[config.mk]
export PLATFORM = sky130hd
export DESIGN_NAME = cpw_device_flat
export DESIGN_NICKNAME = d
export VERILOG_FILES = /design/src/design/cpw_pkg.sv /design/src/design/cpw_if.sv /design/src/design/cpw_device.sv /design/src/flat_wrapper.sv
export VERILOG_INCLUDE_DIRS = /design/src /design/src/design
export SDC_FILE = /design/constraint.sdc
export NUM_CORES = 1
export LEC_CHECK = 0
export BUFFER_PORTS_ARGS = -buffer_cell sky130_fd_sc_hd__buf_4
export CORE_ASPECT_RATIO = 1.2
export CORE_MARGIN = 1.5
export CORE_UTILIZATION = 40
export CTS_CLUSTER_DIAMETER = 80
export DETAILED_ROUTE_END_ITERATION = 12
export PLACE_DENSITY = 0.6
export SYNTH_ARGS = -nofsm -noshare
export SYNTH_HDL_FRONTEND = slang
export SYNTH_SLANG_ARGS = --single-unit
[constraint.sdc]
create_clock -name clk -period 2.3 [get_ports clk]
set_input_delay 0.115 -clock clk [delete_from_list [all_inputs] [get_ports clk]]
set_output_delay 0.115 -clock clk [all_outputs]
set_load 0.1 [all_outputs]
[src/design/cpw_defs.svh]
`ifndef CPW_DEFS_SVH
`define CPW_DEFS_SVH
`define CPW_INDEX_PORT 10'h3F0
`define CPW_DATA_PORT 10'h3F1
`define CPW_UNLOCK_KEY 8'h87
`define CPW_LOCK_KEY 8'hAA
`define CPW_IDX_LDN 8'h07
`define CPW_LDN_ACT 8'h07
`define CPW_LDN_TMO 8'h08
`define CPW_REG_ACT 8'h30
`define CPW_REG_TMO 8'hF2
`define CPW_CLK_HZ 25000000
`define CPW_HALF_MIN_S 30
`define CPW_FIRST_S 32
`define CPW_SW_CMD 4'h0
`define CPW_SW_STAT 4'h4
`define CPW_SW_IRQ 4'h8
`define CPW_SW_MASK 4'hC
`define CPW_SW_RDATA 4'h1
`define CPW_CMD_WRITE 2'h1
`define CPW_CMD_READ 2'h2
`endif

[src/design/cpw_pkg.sv]
package cpw_pkg;
  typedef enum logic [1:0] {CPW_LOCKED, CPW_HALF, CPW_OPEN} cpw_cfg_e;
  typedef enum logic [1:0] {CPW_H_IDLE, CPW_H_ADDR, CPW_H_DATA, CPW_H_DONE} cpw_host_e;
  typedef logic [7:0] cpw_byte_t;
endpackage : cpw_pkg

[src/design/cpw_if.sv]
interface cpw_if;
  logic [9:0] io_addr;
  logic [7:0] io_wdata;
  logic io_wr;
  logic io_rd;
  logic [7:0] io_rdata;
  logic sys_reset_req;
  modport dev (input io_addr, input io_wdata, input io_wr, input io_rd, output io_rdata, output sys_reset_req);
  modport host (output io_addr, output io_wdata, output io_wr, output io_rd, input io_rdata, input sys_reset_req);
endinterface : cpw_if

[src/design/cpw_device.sv]
// Local design decision: the address-and-strobe port.
`include "cpw_defs.svh"
module cpw_device
  import cpw_pkg::*;
#(
  parameter int CLK_HZ = `CPW_CLK_HZ,
  parameter int HALF_MIN_S = `CPW_HALF_MIN_S,
  parameter int FIRST_S = `CPW_FIRST_S
)(
  input wire logic clk,
  input wire logic rst_n,
  input wire logic ce,
  cpw_if.dev bus
);
  // Cycle counts of the first period and of every later minute.
  localparam int SEC_CYC = CLK_HZ;
  localparam logic [31:0] FIRST_CYC = 32'(FIRST_S * SEC_CYC);
  localparam logic [31:0] MIN_CYC = 32'(2 * HALF_MIN_S * SEC_CYC);

  if (CLK_HZ < 1 || FIRST_S < 1 || HALF_MIN_S < 1)
  begin : bad_timing
    $error("cpw_device: timing parameters must be positive");
  end

  // The tick counter is 32 bits wide, so a longer period would wrap early.
  if (longint'(FIRST_S) * CLK_HZ > 64'hFFFFFFFF || longint'(2 * HALF_MIN_S) * CLK_HZ > 64'hFFFFFFFF)
  begin : bad_range
    $error("cpw_device: a period does not fit the tick counter");
  end

  cpw_cfg_e cfg_r;
  cpw_byte_t index_r;
  cpw_byte_t ldn_r;
  cpw_byte_t act_r;
  cpw_byte_t tmo_r;
  cpw_byte_t left_r;
  logic [31:0] tick_r;
  logic first_r;
  logic reload_r;
  logic rst_req_r;
  cpw_byte_t rdata_r;

  logic idx_wr;
  logic dat_wr;
  logic dat_rd;
  // Data-port accesses only count while the port is open.
  assign idx_wr = bus.io_wr && bus.io_addr == `CPW_INDEX_PORT;
  assign dat_wr = bus.io_wr && bus.io_addr == `CPW_DATA_PORT && cfg_r == CPW_OPEN;
  assign dat_rd = bus.io_rd && bus.io_addr == `CPW_DATA_PORT && cfg_r == CPW_OPEN;

  // True when the selected device and index name the given register.
  function automatic logic hit(input cpw_byte_t ldn, input cpw_byte_t idx, input cpw_byte_t want_ldn,
                               input cpw_byte_t want_idx);
    hit = ldn == want_ldn && idx == want_idx;
  endfunction : hit

  // Key sequence: two back-to-back 87h writes unlock; AAh relocks.
  always_ff @(posedge clk)
  begin
    if (!rst_n)
      cfg_r <= CPW_LOCKED;
    else if (ce && idx_wr)
    begin
      case (cfg_r)
        CPW_LOCKED: cfg_r <= (bus.io_wdata == `CPW_UNLOCK_KEY) ? CPW_HALF : CPW_LOCKED;
        CPW_HALF: cfg_r <= (bus.io_wdata == `CPW_UNLOCK_KEY) ? CPW_OPEN : CPW_LOCKED;
        CPW_OPEN: cfg_r <= (bus.io_wdata == `CPW_LOCK_KEY) ? CPW_LOCKED : CPW_OPEN;
        default: cfg_r <= CPW_LOCKED;
      endcase
    end
  end

  // The lock key is not stored as an index, so a relock keeps the selection.
  always_ff @(posedge clk)
  begin
    if (!rst_n)
      index_r <= 8'h00;
    else if (ce && idx_wr && cfg_r == CPW_OPEN && bus.io_wdata != `CPW_LOCK_KEY)
      index_r <= bus.io_wdata;
  end

  // The device number is only taken through the selection index.
  always_ff @(posedge clk)
  begin
    if (!rst_n)
      ldn_r <= 8'h00;
    else if (ce && dat_wr && index_r == `CPW_IDX_LDN)
      ldn_r <= bus.io_wdata;
  end

  // Only bit 0 of the activation register matters to the timer.
  always_ff @(posedge clk)
  begin
    if (!rst_n)
      act_r <= 8'h00;
    else if (ce && dat_wr && hit(ldn_r, index_r, `CPW_LDN_ACT, `CPW_REG_ACT))
      act_r <= bus.io_wdata;
  end

  // A zero time-out is stored but leaves the count where it stands.
  always_ff @(posedge clk)
  begin
    if (!rst_n)
    begin
      tmo_r <= 8'h00;
      reload_r <= 1'b0;
    end
    else if (ce)
    begin
      reload_r <= 1'b0;
      if (dat_wr && hit(ldn_r, index_r, `CPW_LDN_TMO, `CPW_REG_TMO))
      begin
        tmo_r <= bus.io_wdata;
        reload_r <= bus.io_wdata != 8'h00;
      end
    end
  end

  // Unmapped registers and idle cycles read as zero.
  always_ff @(posedge clk)
  begin
    if (!rst_n)
      rdata_r <= 8'h00;
    else if (ce)
    begin
      if (!dat_rd)
        rdata_r <= 8'h00;
      else if (index_r == `CPW_IDX_LDN)
        rdata_r <= ldn_r;
      else if (hit(ldn_r, index_r, `CPW_LDN_ACT, `CPW_REG_ACT))
        rdata_r <= act_r;
      else if (hit(ldn_r, index_r, `CPW_LDN_TMO, `CPW_REG_TMO))
        rdata_r <= tmo_r;
      else
        rdata_r <= 8'h00;
    end
  end

  // First period lasts 32 s, each later one a minute; n periods total.
  logic run;
  logic wrap;
  assign run = act_r[0] && tmo_r != 8'h00 && left_r != 8'h00;
  assign wrap = tick_r == (first_r ? FIRST_CYC : MIN_CYC) - 32'h1;

  // The tick restarts at every period boundary and on a reload.
  always_ff @(posedge clk)
  begin
    if (!rst_n)
      tick_r <= 32'h0;
    else if (ce)
    begin
      if (reload_r || (run && wrap))
        tick_r <= 32'h0;
      else if (run)
        tick_r <= tick_r + 32'h1;
    end
  end

  // Only the period right after a reload is the short one.
  always_ff @(posedge clk)
  begin
    if (!rst_n)
      first_r <= 1'b1;
    else if (ce)
    begin
      if (reload_r)
        first_r <= 1'b1;
      else if (run && wrap)
        first_r <= 1'b0;
    end
  end

  // Periods still to run before expiry.
  always_ff @(posedge clk)
  begin
    if (!rst_n)
      left_r <= 8'h00;
    else if (ce)
    begin
      if (reload_r)
        left_r <= tmo_r;
      else if (run && wrap)
        left_r <= left_r - 8'h01;
    end
  end

  // The request stands until a reload or a reset, so the host cannot miss it.
  always_ff @(posedge clk)
  begin
    if (!rst_n)
      rst_req_r <= 1'b0;
    else if (ce)
    begin
      if (reload_r)
        rst_req_r <= 1'b0;
      else if (run && wrap && left_r == 8'h01)
        rst_req_r <= 1'b1;
    end
  end

  // Both outputs come straight from registers.
  assign bus.io_rdata = rdata_r;
  assign bus.sys_reset_req = rst_req_r;
endmodule : cpw_device

[src/flat_wrapper.sv]
// flat-port wrapper written by rule: the top's interface ports become plain ports
module cpw_device_flat import cpw_pkg::*;
#(
  parameter int CLK_HZ = `CPW_CLK_HZ,
  parameter int HALF_MIN_S = `CPW_HALF_MIN_S,
  parameter int FIRST_S = `CPW_FIRST_S
)
  (clk, rst_n, ce, bus_io_addr, bus_io_wdata, bus_io_wr, bus_io_rd, bus_io_rdata, bus_sys_reset_req);
  cpw_if bus_i ();
  input wire logic clk;
  input wire logic rst_n;
  input wire logic ce;
  input wire logic [$bits(bus_i.io_addr)-1:0] bus_io_addr;
  input wire logic [$bits(bus_i.io_wdata)-1:0] bus_io_wdata;
  input wire logic [$bits(bus_i.io_wr)-1:0] bus_io_wr;
  input wire logic [$bits(bus_i.io_rd)-1:0] bus_io_rd;
  output wire logic [$bits(bus_i.io_rdata)-1:0] bus_io_rdata;
  output wire logic [$bits(bus_i.sys_reset_req)-1:0] bus_sys_reset_req;
  assign bus_i.io_addr = bus_io_addr;
  assign bus_i.io_wdata = bus_io_wdata;
  assign bus_i.io_wr = bus_io_wr;
  assign bus_i.io_rd = bus_io_rd;
  assign bus_io_rdata = bus_i.io_rdata;
  assign bus_sys_reset_req = bus_i.sys_reset_req;
  cpw_device #(.CLK_HZ(CLK_HZ), .HALF_MIN_S(HALF_MIN_S), .FIRST_S(FIRST_S)) u_core (.clk(clk), .rst_n(rst_n), .ce(ce), .bus(bus_i));
endmodule
==> Yosys cells after proc, flatten, opt, wreduce, memory -nomap -nowiden <==
Cells that the tools add are included.
{ "word_totals": {"wordCells": 76, "inputBits": 23, "register_bits": 85} }
{ "op_classes": {"n_eq_ne": 14, "mux": 18, "n_reduce_logical": 30, "add_sub_neg": 3} }
{ "ops": {"columns": ["operator", "count"], "rows": [
  ["2-to-1 mux 32 bit", 2],
  ["2-to-1 mux 8 bit", 6],
  ["adder 32 x 1 -> 32 bit (second input constant)", 1],
  ["== test 32 bit", 1],
  ["subtractor 32 x 1 -> 32 bit (second input constant)", 1],
  ["2-to-1 mux 31 bit", 1],
  ["== test 8 bit (second input constant)", 3],
  ["nonzero test 8 bit", 3],
  ["== test 10 bit (second input constant)", 2],
  ["logical AND 1 bit", 18],
  ["== test 8 x 3 -> 1 bit (second input constant)", 2],
  ["== test 8 x 1 -> 1 bit (second input constant)", 1],
  ["== test 8 x 4 -> 1 bit (second input constant)", 1],
  ["== test 8 x 6 -> 1 bit (second input constant)", 1],
  ["!= test 8 bit (second input constant)", 1],
  ["AND reduction 2 bit", 4],
  ["subtractor 8 x 1 -> 8 bit (second input constant)", 1],
  ["2-to-1 mux 1 bit", 6],
  ["case mux 2 bit (3 select lines)", 1],
  ["nonzero test 2 bit", 3],
  ["2-to-1 mux 2 bit", 2],
  ["== test 2 x 1 -> 1 bit (second input constant)", 1],
  ["== test 2 bit (second input constant)", 1],
  ["logical NOT 2 bit", 1],
  ["logical OR 1 bit", 1]
]} }

==> Depth between registers and ports, before layout <==
Gate-level depths: netlist (run 1).
{ "logic_depth": {"word_depth": 7, "depth_mapped": 8, "mapped_depth_nobuf": 6} }

==> Worst setup path before layout (run 1) <==
Ideal clock, no wire load.
{ "synth_path": {"kind": "reg-to-reg", "from": "register u_core.tick_r[0]", "to": "register u_core.left_r[3]", "synth_period_minus_slack_ps": 2057, "required_ps": 2168, "t_arrival_ps": 1925, "setup_time_ps": 132, "path_slack_ps": 243, "path_stages_with_launch": 7, "path_cell_list": "dfxtp_1 ha_1 nand3_1 or4_1 a2111o_1 nor4_1 o22ai_1"} }
{ "synth_between": {"elab_chain_cells": 4} }
{ "synth_rtl": {"columns": ["item", "line", "text"], "rows": [
  ["start, declared", "cpw_device.sv:37", "logic [31:0] tick_r;"],
  ["start signal, assigned", "cpw_device.sv:155", "tick_r <= tick_r + 32'h1;"],
  ["== test 32 bit", "cpw_device.sv:143", "assign wrap = tick_r == (first_r ? FIRST_CYC : MIN_CYC) - 32'h1;"],
  ["logical AND 1 bit", "cpw_device.sv:182", "else if (run && wrap)"],
  ["nonzero test 2 bit (no line)", null, null],
  ["AND reduction 2 bit (no line)", null, null],
  ["end signal, assigned", "cpw_device.sv:181", "left_r <= tmo_r;"],
  ["end signal, assigned", "cpw_device.sv:183", "left_r <= left_r - 8'h01;"],
  ["end, declared", "cpw_device.sv:36", "cpw_byte_t left_r;"]
]} }
No other way between the ends.
A chain may end at the register's enable or synchronous reset.

==> Worst setup path in the final report (run 1) <==
Ends and elaborated chain as after synthesis.

==> flow_metrics.tcl, run 1 <==
set metrics [dict create \
    slew_headroom_pct 54.6 \
    synth_compound_area_share_pct 18.2 \
    synth_fa_ha_area_share_pct 1.15 \
    synth_top_cell_by_area "dfxtp_1" \
    die_area_sq_um 11500 \
    end_kind "flip-flop" \
    die_y_microns 117 \
    drive_gt1_share_pct 16.7 \
    post_drt_wl_per_cell_microns 17.0 \
    post-synth-top-count-cell "dfxtp_1" \
    port_buffers 31 \
    period_minus_slack_ns 2.16 \
    yosys-top-cells-area "dfxtp_1, nand2_1, mux2i_1" \
    initial_utilization_pct 41.2 \
    yosys_warnings 0 \
    core_area_sq_um 10500 \
    drtAntennaViolNets 0 \
    clock_skew_ns 0.00994 \
    gp_congestion 0.817 \
    ctsResizeCount 0 \
    synth.avg_cell_area_sq_um 8.45 \
    num_vias 4149 \
    overflow 0 \
    clockBufferDepth 2 \
    area_growth_syn_to_layout_pct 18.6 \
    layout.nets 584 \
    clkLatencyLatePin_ns 0.35 \
    grt_antenna_before_repair 0 \
    crit_type "reg -> reg" \
    drtPass1Iterations 5 \
    slew_violations 0 \
    syn_area_sq_um 4340 \
    stdcell_count 691 \
    synth_top_family_by_area "simple AND/OR/NAND/NOR gates" \
    track_usage_pct 20.9 \
    async_flop_share_pct 0 \
    p_leak_nw 1.74 \
    synth_simple_gate_area_share_pct 32.4 \
    grt_start_max_net_pins 47 \
    hpwl_microns 8460 \
    diodes 0 \
    synth_common_cells "dfxtp_1, nand2_1, o21ai_0" \
    final_hold_viol_count 0 \
    htreeDepth 3 \
    rsz0062_at_grt "false" \
    report.final.setup_viol 0 \
    drtIter0Drc 228 \
    ys.flop_type "dfxtp_1" \
    io-pin-count 32 \
    finalSetupTns_ns 0 \
    die_w_microns 98.0 \
    cp-start-kind "flip-flop" \
    grt_pass1_vias 3913 \
    drv_cap 0 \
    drc 0 \
    cp_max_fo 6 \
    power_w 0.00307 \
    synth_top_area_share_pct 39.2 \
    grt_pass1_wl_microns 19100 \
    dpl.cell_count 674 \
    cts.sinks 85 \
    synthMuxAreaShare_pct 5.31 \
    fin_crit_sh_pct 94.0 \
    ys_ff_latch 85 \
    status "completed" \
    numCtsBuffers 9 \
    synth_edf_count 0 \
    rows 41 \
    synth_cell_type_count 60 \
    vdd.ir_drop.worst_mv 0.326 \
    root_buffer "clkbuf_16" \
    hp-class "in -> reg" \
    fmax_mhz 463 \
    dpl-instance-area_sq_um 4830 \
    path_clk_slew_ns 0.07 \
    postRouteWirelength_microns 11800 \
    arrival_ns 2.38 \
    synthCells 513 \
    stdcell_area_sq_um 5140 \
    syn_nets 540 \
    cts_tree "built" \
    p_per_area_nw_per_um2 596 \
    synthXorXnorAreaFrac_pct 0.202 \
    viasPerCell 6.00 \
    ys_seq_area_share_pct 39.2 \
    cp.required_ns 2.52 \
    final.fill_count 998 \
    worst_slew_pin_slew_ns 0.679 \
]
path summary, 6_finish.rpt:
check | startpoint | to | slack (ns) | cells past startpoint
worst max-delay path | u_core.tick_r[0]$_SDFFE_PN0P_ | u_core.left_r[3]$_SDFFE_PN0P_ | 0.14 | 6
worst min-delay path | bus_io_wdata[6] | u_core.index_r[6]$_SDFFE_PN0P_ | 0.03 | 3
worst max register to register | u_core.tick_r[0]$_SDFFE_PN0P_ | u_core.left_r[3]$_SDFFE_PN0P_ | 0.14 | 6
worst min register to register | u_core.act_r[2]$_SDFFE_PN0P_ | u_core.act_r[2]$_SDFFE_PN0P_ | 0.46 | 2
metal layers:
metal | wire length [microns] | vias to the layer above | global-route usage [%]
li1 | - | 2040 | -
met5 | 0 | - | 0
met4 | 301 | 0 | 9.62
met2 | 6150 | 100 | 38.6
met1 | 4890 | 1985 | 23.1
met3 | 422 | 24 | 4.39
power breakdown:
| part | internal [W] | total [W] | leakage [nW] | switching, W |
|---|---|---|---|---|
| clock | 0.000774 | 0.00148 | 0.146 | 0.000703 |
| sequential | 0.00147 | 0.00148 | 0.685 | 0.00000586 |
| combinational | 0.0000444 | 0.000110 | 0.910 | 0.0000656 |
| total | 0.00229 | 0.00307 | 1.74 | 0.000775 |
state kept, by name, indices dropped and copies added, names as in the netlist:
signal                    flops
u_core.tmo_r                  8
u_core.ldn_r                  8
u_core.index_r                8
u_core.act_r                  8
u_core.bus.sys_reset_req      1
u_core.bus.io_rdata           8
u_core.left_r                 8
u_core.reload_r               1
u_core.first_r                1
u_core.tick_r                32
u_core.cfg_r                  2
cells by family after synthesis:
kind of cell / Yosys count
AO/OA/AOI/OAI: 120
XOR/XNOR: 1
adder cells (fa/ha/maj): 4
buffers and inverters: 33
flip-flops: 85
multiplexers: 23
AND/OR/NAND/NOR: 247
worst max-delay path: stages (launching register included):
cell      delay, ns
dfxtp_1        0.38
ha_1           0.19
nand3_1        0.10
or4_1          0.53
a2111o_1       0.42
nor4_1         0.29
o22ai_1        0.11
metrics by stage:
step                      worst slack (ns)  hold WS [ns]  util (%)
after floorplan                      0.243         0.262         -
after global placement               0.143         0.376      45.9
after detailed placement            0.0729         0.390      45.9
after CTS                           0.0594        0.0217      48.8
after global routing                0.0165        0.0549      48.9
final                                0.139        0.0298      48.9
cell usage in the layout (no fill, tap or decap), types with 4 or more instances in the layout:
master,n
a21oi_1,34
a222oi_1,8
a31oi_1,5
and2_1,5
and3_1,10
buf_4,56
clkbuf_16,9
dfxtp_1,85
ha_1,4
inv_1,8
inv_8,4
mux2i_1,23
nand2_1,72
nand3_1,29
nand4_1,15
nor2_1,18
nor3_1,9
nor4_1,15
nor4bb_1,4
o21ai_0,36
o22ai_1,5
o31ai_1,13
or2_2,4
or3_1,22
or4_1,14
cell type report:
cell class                      instances  area, sq um  share of cell area (%)
Sequential cell                        85         1700                    33.1
Multi-Input combinational cell        395         2490                    48.3
Tap cell                              129          161                    3.14
Clock buffer                            9          225                    4.38
Inverter                                8         30.0                   0.584
Timing Repair Buffer                   58          460                    8.95
Clock inverter                          7         77.6                    1.51
timing repair:
item / in CTS / in global routing
setup buffers: 0 / 1
endpoints found under the setup margin: 0 / 4
endpoints found under the hold margin: 0 / 0
hold buffers: 0 / 0
No activity file was read; power rests on OpenSTA's default activity.
==> run 2: changes to the inputs <==
Settings changed: CELL_PAD_IN_SITES_DETAIL_PLACEMENT set to 0, CELL_PAD_IN_SITES_GLOBAL_PLACEMENT set to 1, PLACE_DENSITY 0.6 to 0.74, RECOVER_POWER set to 50.
==> flow_metrics.tcl, run 2 (same netlist as run 1, synthesis figures left out) <==
set metrics [dict create \
    path_buf_inv 0 \
    port_buffers 31 \
    viasPerCell 5.88 \
    grt_pass1_vias 3868 \
    num_vias 4081 \
    hp-start "bus_io_wdata[3]" \
    crit_chain "ha_1, nand3_1, or4_1, a2111o_1, nor4_1, o22ai_1" \
    io-pin-count 32 \
    status "completed" \
    grt_start_max_net_pins 47 \
    overflow 0 \
    drtIter0Drc 177 \
    power_w 0.00311 \
    final_cell_mix "dfxtp_1, nand2_1, buf_4" \
    arrival_ns 2.38 \
    p_per_area_nw_per_um2 608 \
    core_area_sq_um 10500 \
    cts.sinks 85 \
    cts_tree "built" \
    final_common_cell "dfxtp_1" \
    root_buffer "clkbuf_16" \
    worst_slew_pin_slew_ns 1.18 \
    area_growth_syn_to_layout_pct 17.9 \
    grt_antenna_before_repair 0 \
    post_drt_wl_per_cell_microns 16.8 \
    htreeDepth 3 \
    drtPass1Iterations 4 \
    drtAntennaViolNets 0 \
    fin_ws_ns 0.116 \
    p_leak_nw 1.70 \
    slew_violations 0 \
    dpl_worst_slack_ns 0.0495 \
    end_kind "flip-flop" \
    hpwl_microns 8540 \
    cp-start-kind "flip-flop" \
    switchingPower_w 0.000701 \
    hp-class "in -> reg" \
    rsz0062_at_grt "true" \
    cp_max_fo 6 \
    crit_type "reg -> reg" \
    diodes 0 \
    postRouteWirelength_microns 11700 \
    die_area_sq_um 11500 \
    clockBufferDepth 2 \
    cp.required_ns 2.50 \
    rows 41 \
    period_minus_slack_ns 2.18 \
    drive_gt1_share_pct 14.7 \
    r2r_start "u_core.tick_r[0]$_SDFFE_PN0P_" \
    cp-startpoint "u_core.tick_r[0]$_SDFFE_PN0P_" \
    path_delay_family "simple AND/OR/NAND/NOR gates" \
    report.final.setup_viol 0 \
    clock_skew_ns 0.00889 \
    clkLatencyLatePin_ns 0.34 \
    die_y_microns 117 \
    drv_cap 0 \
    p_sw_share_pct 22.6 \
    fin_crit_sh_pct 94.9 \
    slowest_delay_ns 0.54 \
    initial_utilization_pct 41.2 \
    fmax_mhz 458 \
    hold_buffers 0 \
    gp_congestion 0.837 \
    slowest_stage "or4_1" \
    sequentialPowerShare_pct 47.6 \
    grt_pass1_wl_microns 19200 \
    die_w_microns 98.0 \
    slew_headroom_pct 21.7 \
    final_hold_viol_count 0 \
    track_usage_pct 20.9 \
    p_clk_share_pct 48.8 \
    largest_reg_flops 32 \
    numCtsBuffers 9 \
    layout.nets 587 \
    power_frac_comb_pct 3.5 \
    final.fill_count 1028 \
    drc 0 \
    vdd.ir_drop.worst_mv 0.398 \
    finalSetupTns_ns 0 \
    top_register "u_core.tick_r" \
    path_clk_slew_ns 0.07 \
    stdcell_count 694 \
    dpl.cell_count 676 \
    p_int_w 0.00241 \
]
[run 2: cell count changes in the layout (fill, tap and decap cells not counted), moves of 3 or more]
cell	before	now
buf_4	56	46
clkbuf_1	0	13
inv_6	0	3
inv_8	4	0
[run 2: power groups by stage]
| stage | registers (W) | clock network, W | logic [W] |
|---|---|---|---|
| floorplan | 0.00151 | 0 | 0.0000580 |
| global placement | 0.00151 | 0 | 0.000111 |
| detailed placement | 0.00151 | 0 | 0.000112 |
| CTS | 0.00148 | 0.00154 | 0.000112 |
| global route | 0.00148 | 0.00160 | 0.000121 |
| finish | 0.00148 | 0.00152 | 0.000110 |
[run 2: through the flow]
step | hold WS (ns) | instance area [sq um] | utilization [%]
2_1_floorplan | 0.262 | 4340 | -
3_3_place_gp | 0.388 | 4850 | 46.1
3_5_place_dp | 0.392 | 4850 | 46.1
4_1_cts | 0.0347 | 5150 | 49.0
5_1_grt | 0.0630 | 5110 | 48.6
6_report | 0.0404 | 5110 | 48.6
[run 2: routing by layer]
| layer | global-route usage (%) | share of wire [%] | vias up |
|---|---|---|---|
| li1 | - | - | 2048 |
| met1 | 24.0 | 43 | 1931 |
| met2 | 38.3 | 51 | 83 |
| met3 | 3.80 | 2.8 | 19 |
| met4 | 8.48 | 2.9 | 0 |
| met5 | 0 | 0 | - |
[run 2: what timing repair did]
action / CTS / global route
endpoints found under the setup margin: 0 / 7
gates resized for setup: 0 / 1
buffers inserted: 0 / 2
[run 2: path summary, 6_finish.rpt]
kind | to | depth (start not counted) | slack (ns)
max | u_core.left_r[3]$_SDFFE_PN0P_ | 6 | 0.12
min | u_core.index_r[3]$_SDFFE_PN0P_ | 3 | 0.04
max reg2reg | u_core.left_r[3]$_SDFFE_PN0P_ | 6 | 0.12
min reg2reg | u_core.bus.io_rdata[7]$_SDFFE_PN0P_ | 2 | 0.45
[run 2: worst register-to-register path, delay by kind of cell, from the launching register on]
family	cells	cell delay, ns
AO/OA/AOI/OAI	2	0.52
AND/OR/NAND/NOR	3	0.91
flip-flops	1	0.40
adder cells (fa/ha/maj)	1	0.21
[run 2: layout make-up]
type	count	area, sq um	area share [%]
well taps	129	161	3.16
multi-input cells	395	2480	48.4
clock inverters	5	65.1	1.27
clock buffers	11	243	4.75
repair buffers	61	435	8.52
flip-flops and latches	85	1700	33.3
inverters	8	30.0	0.587
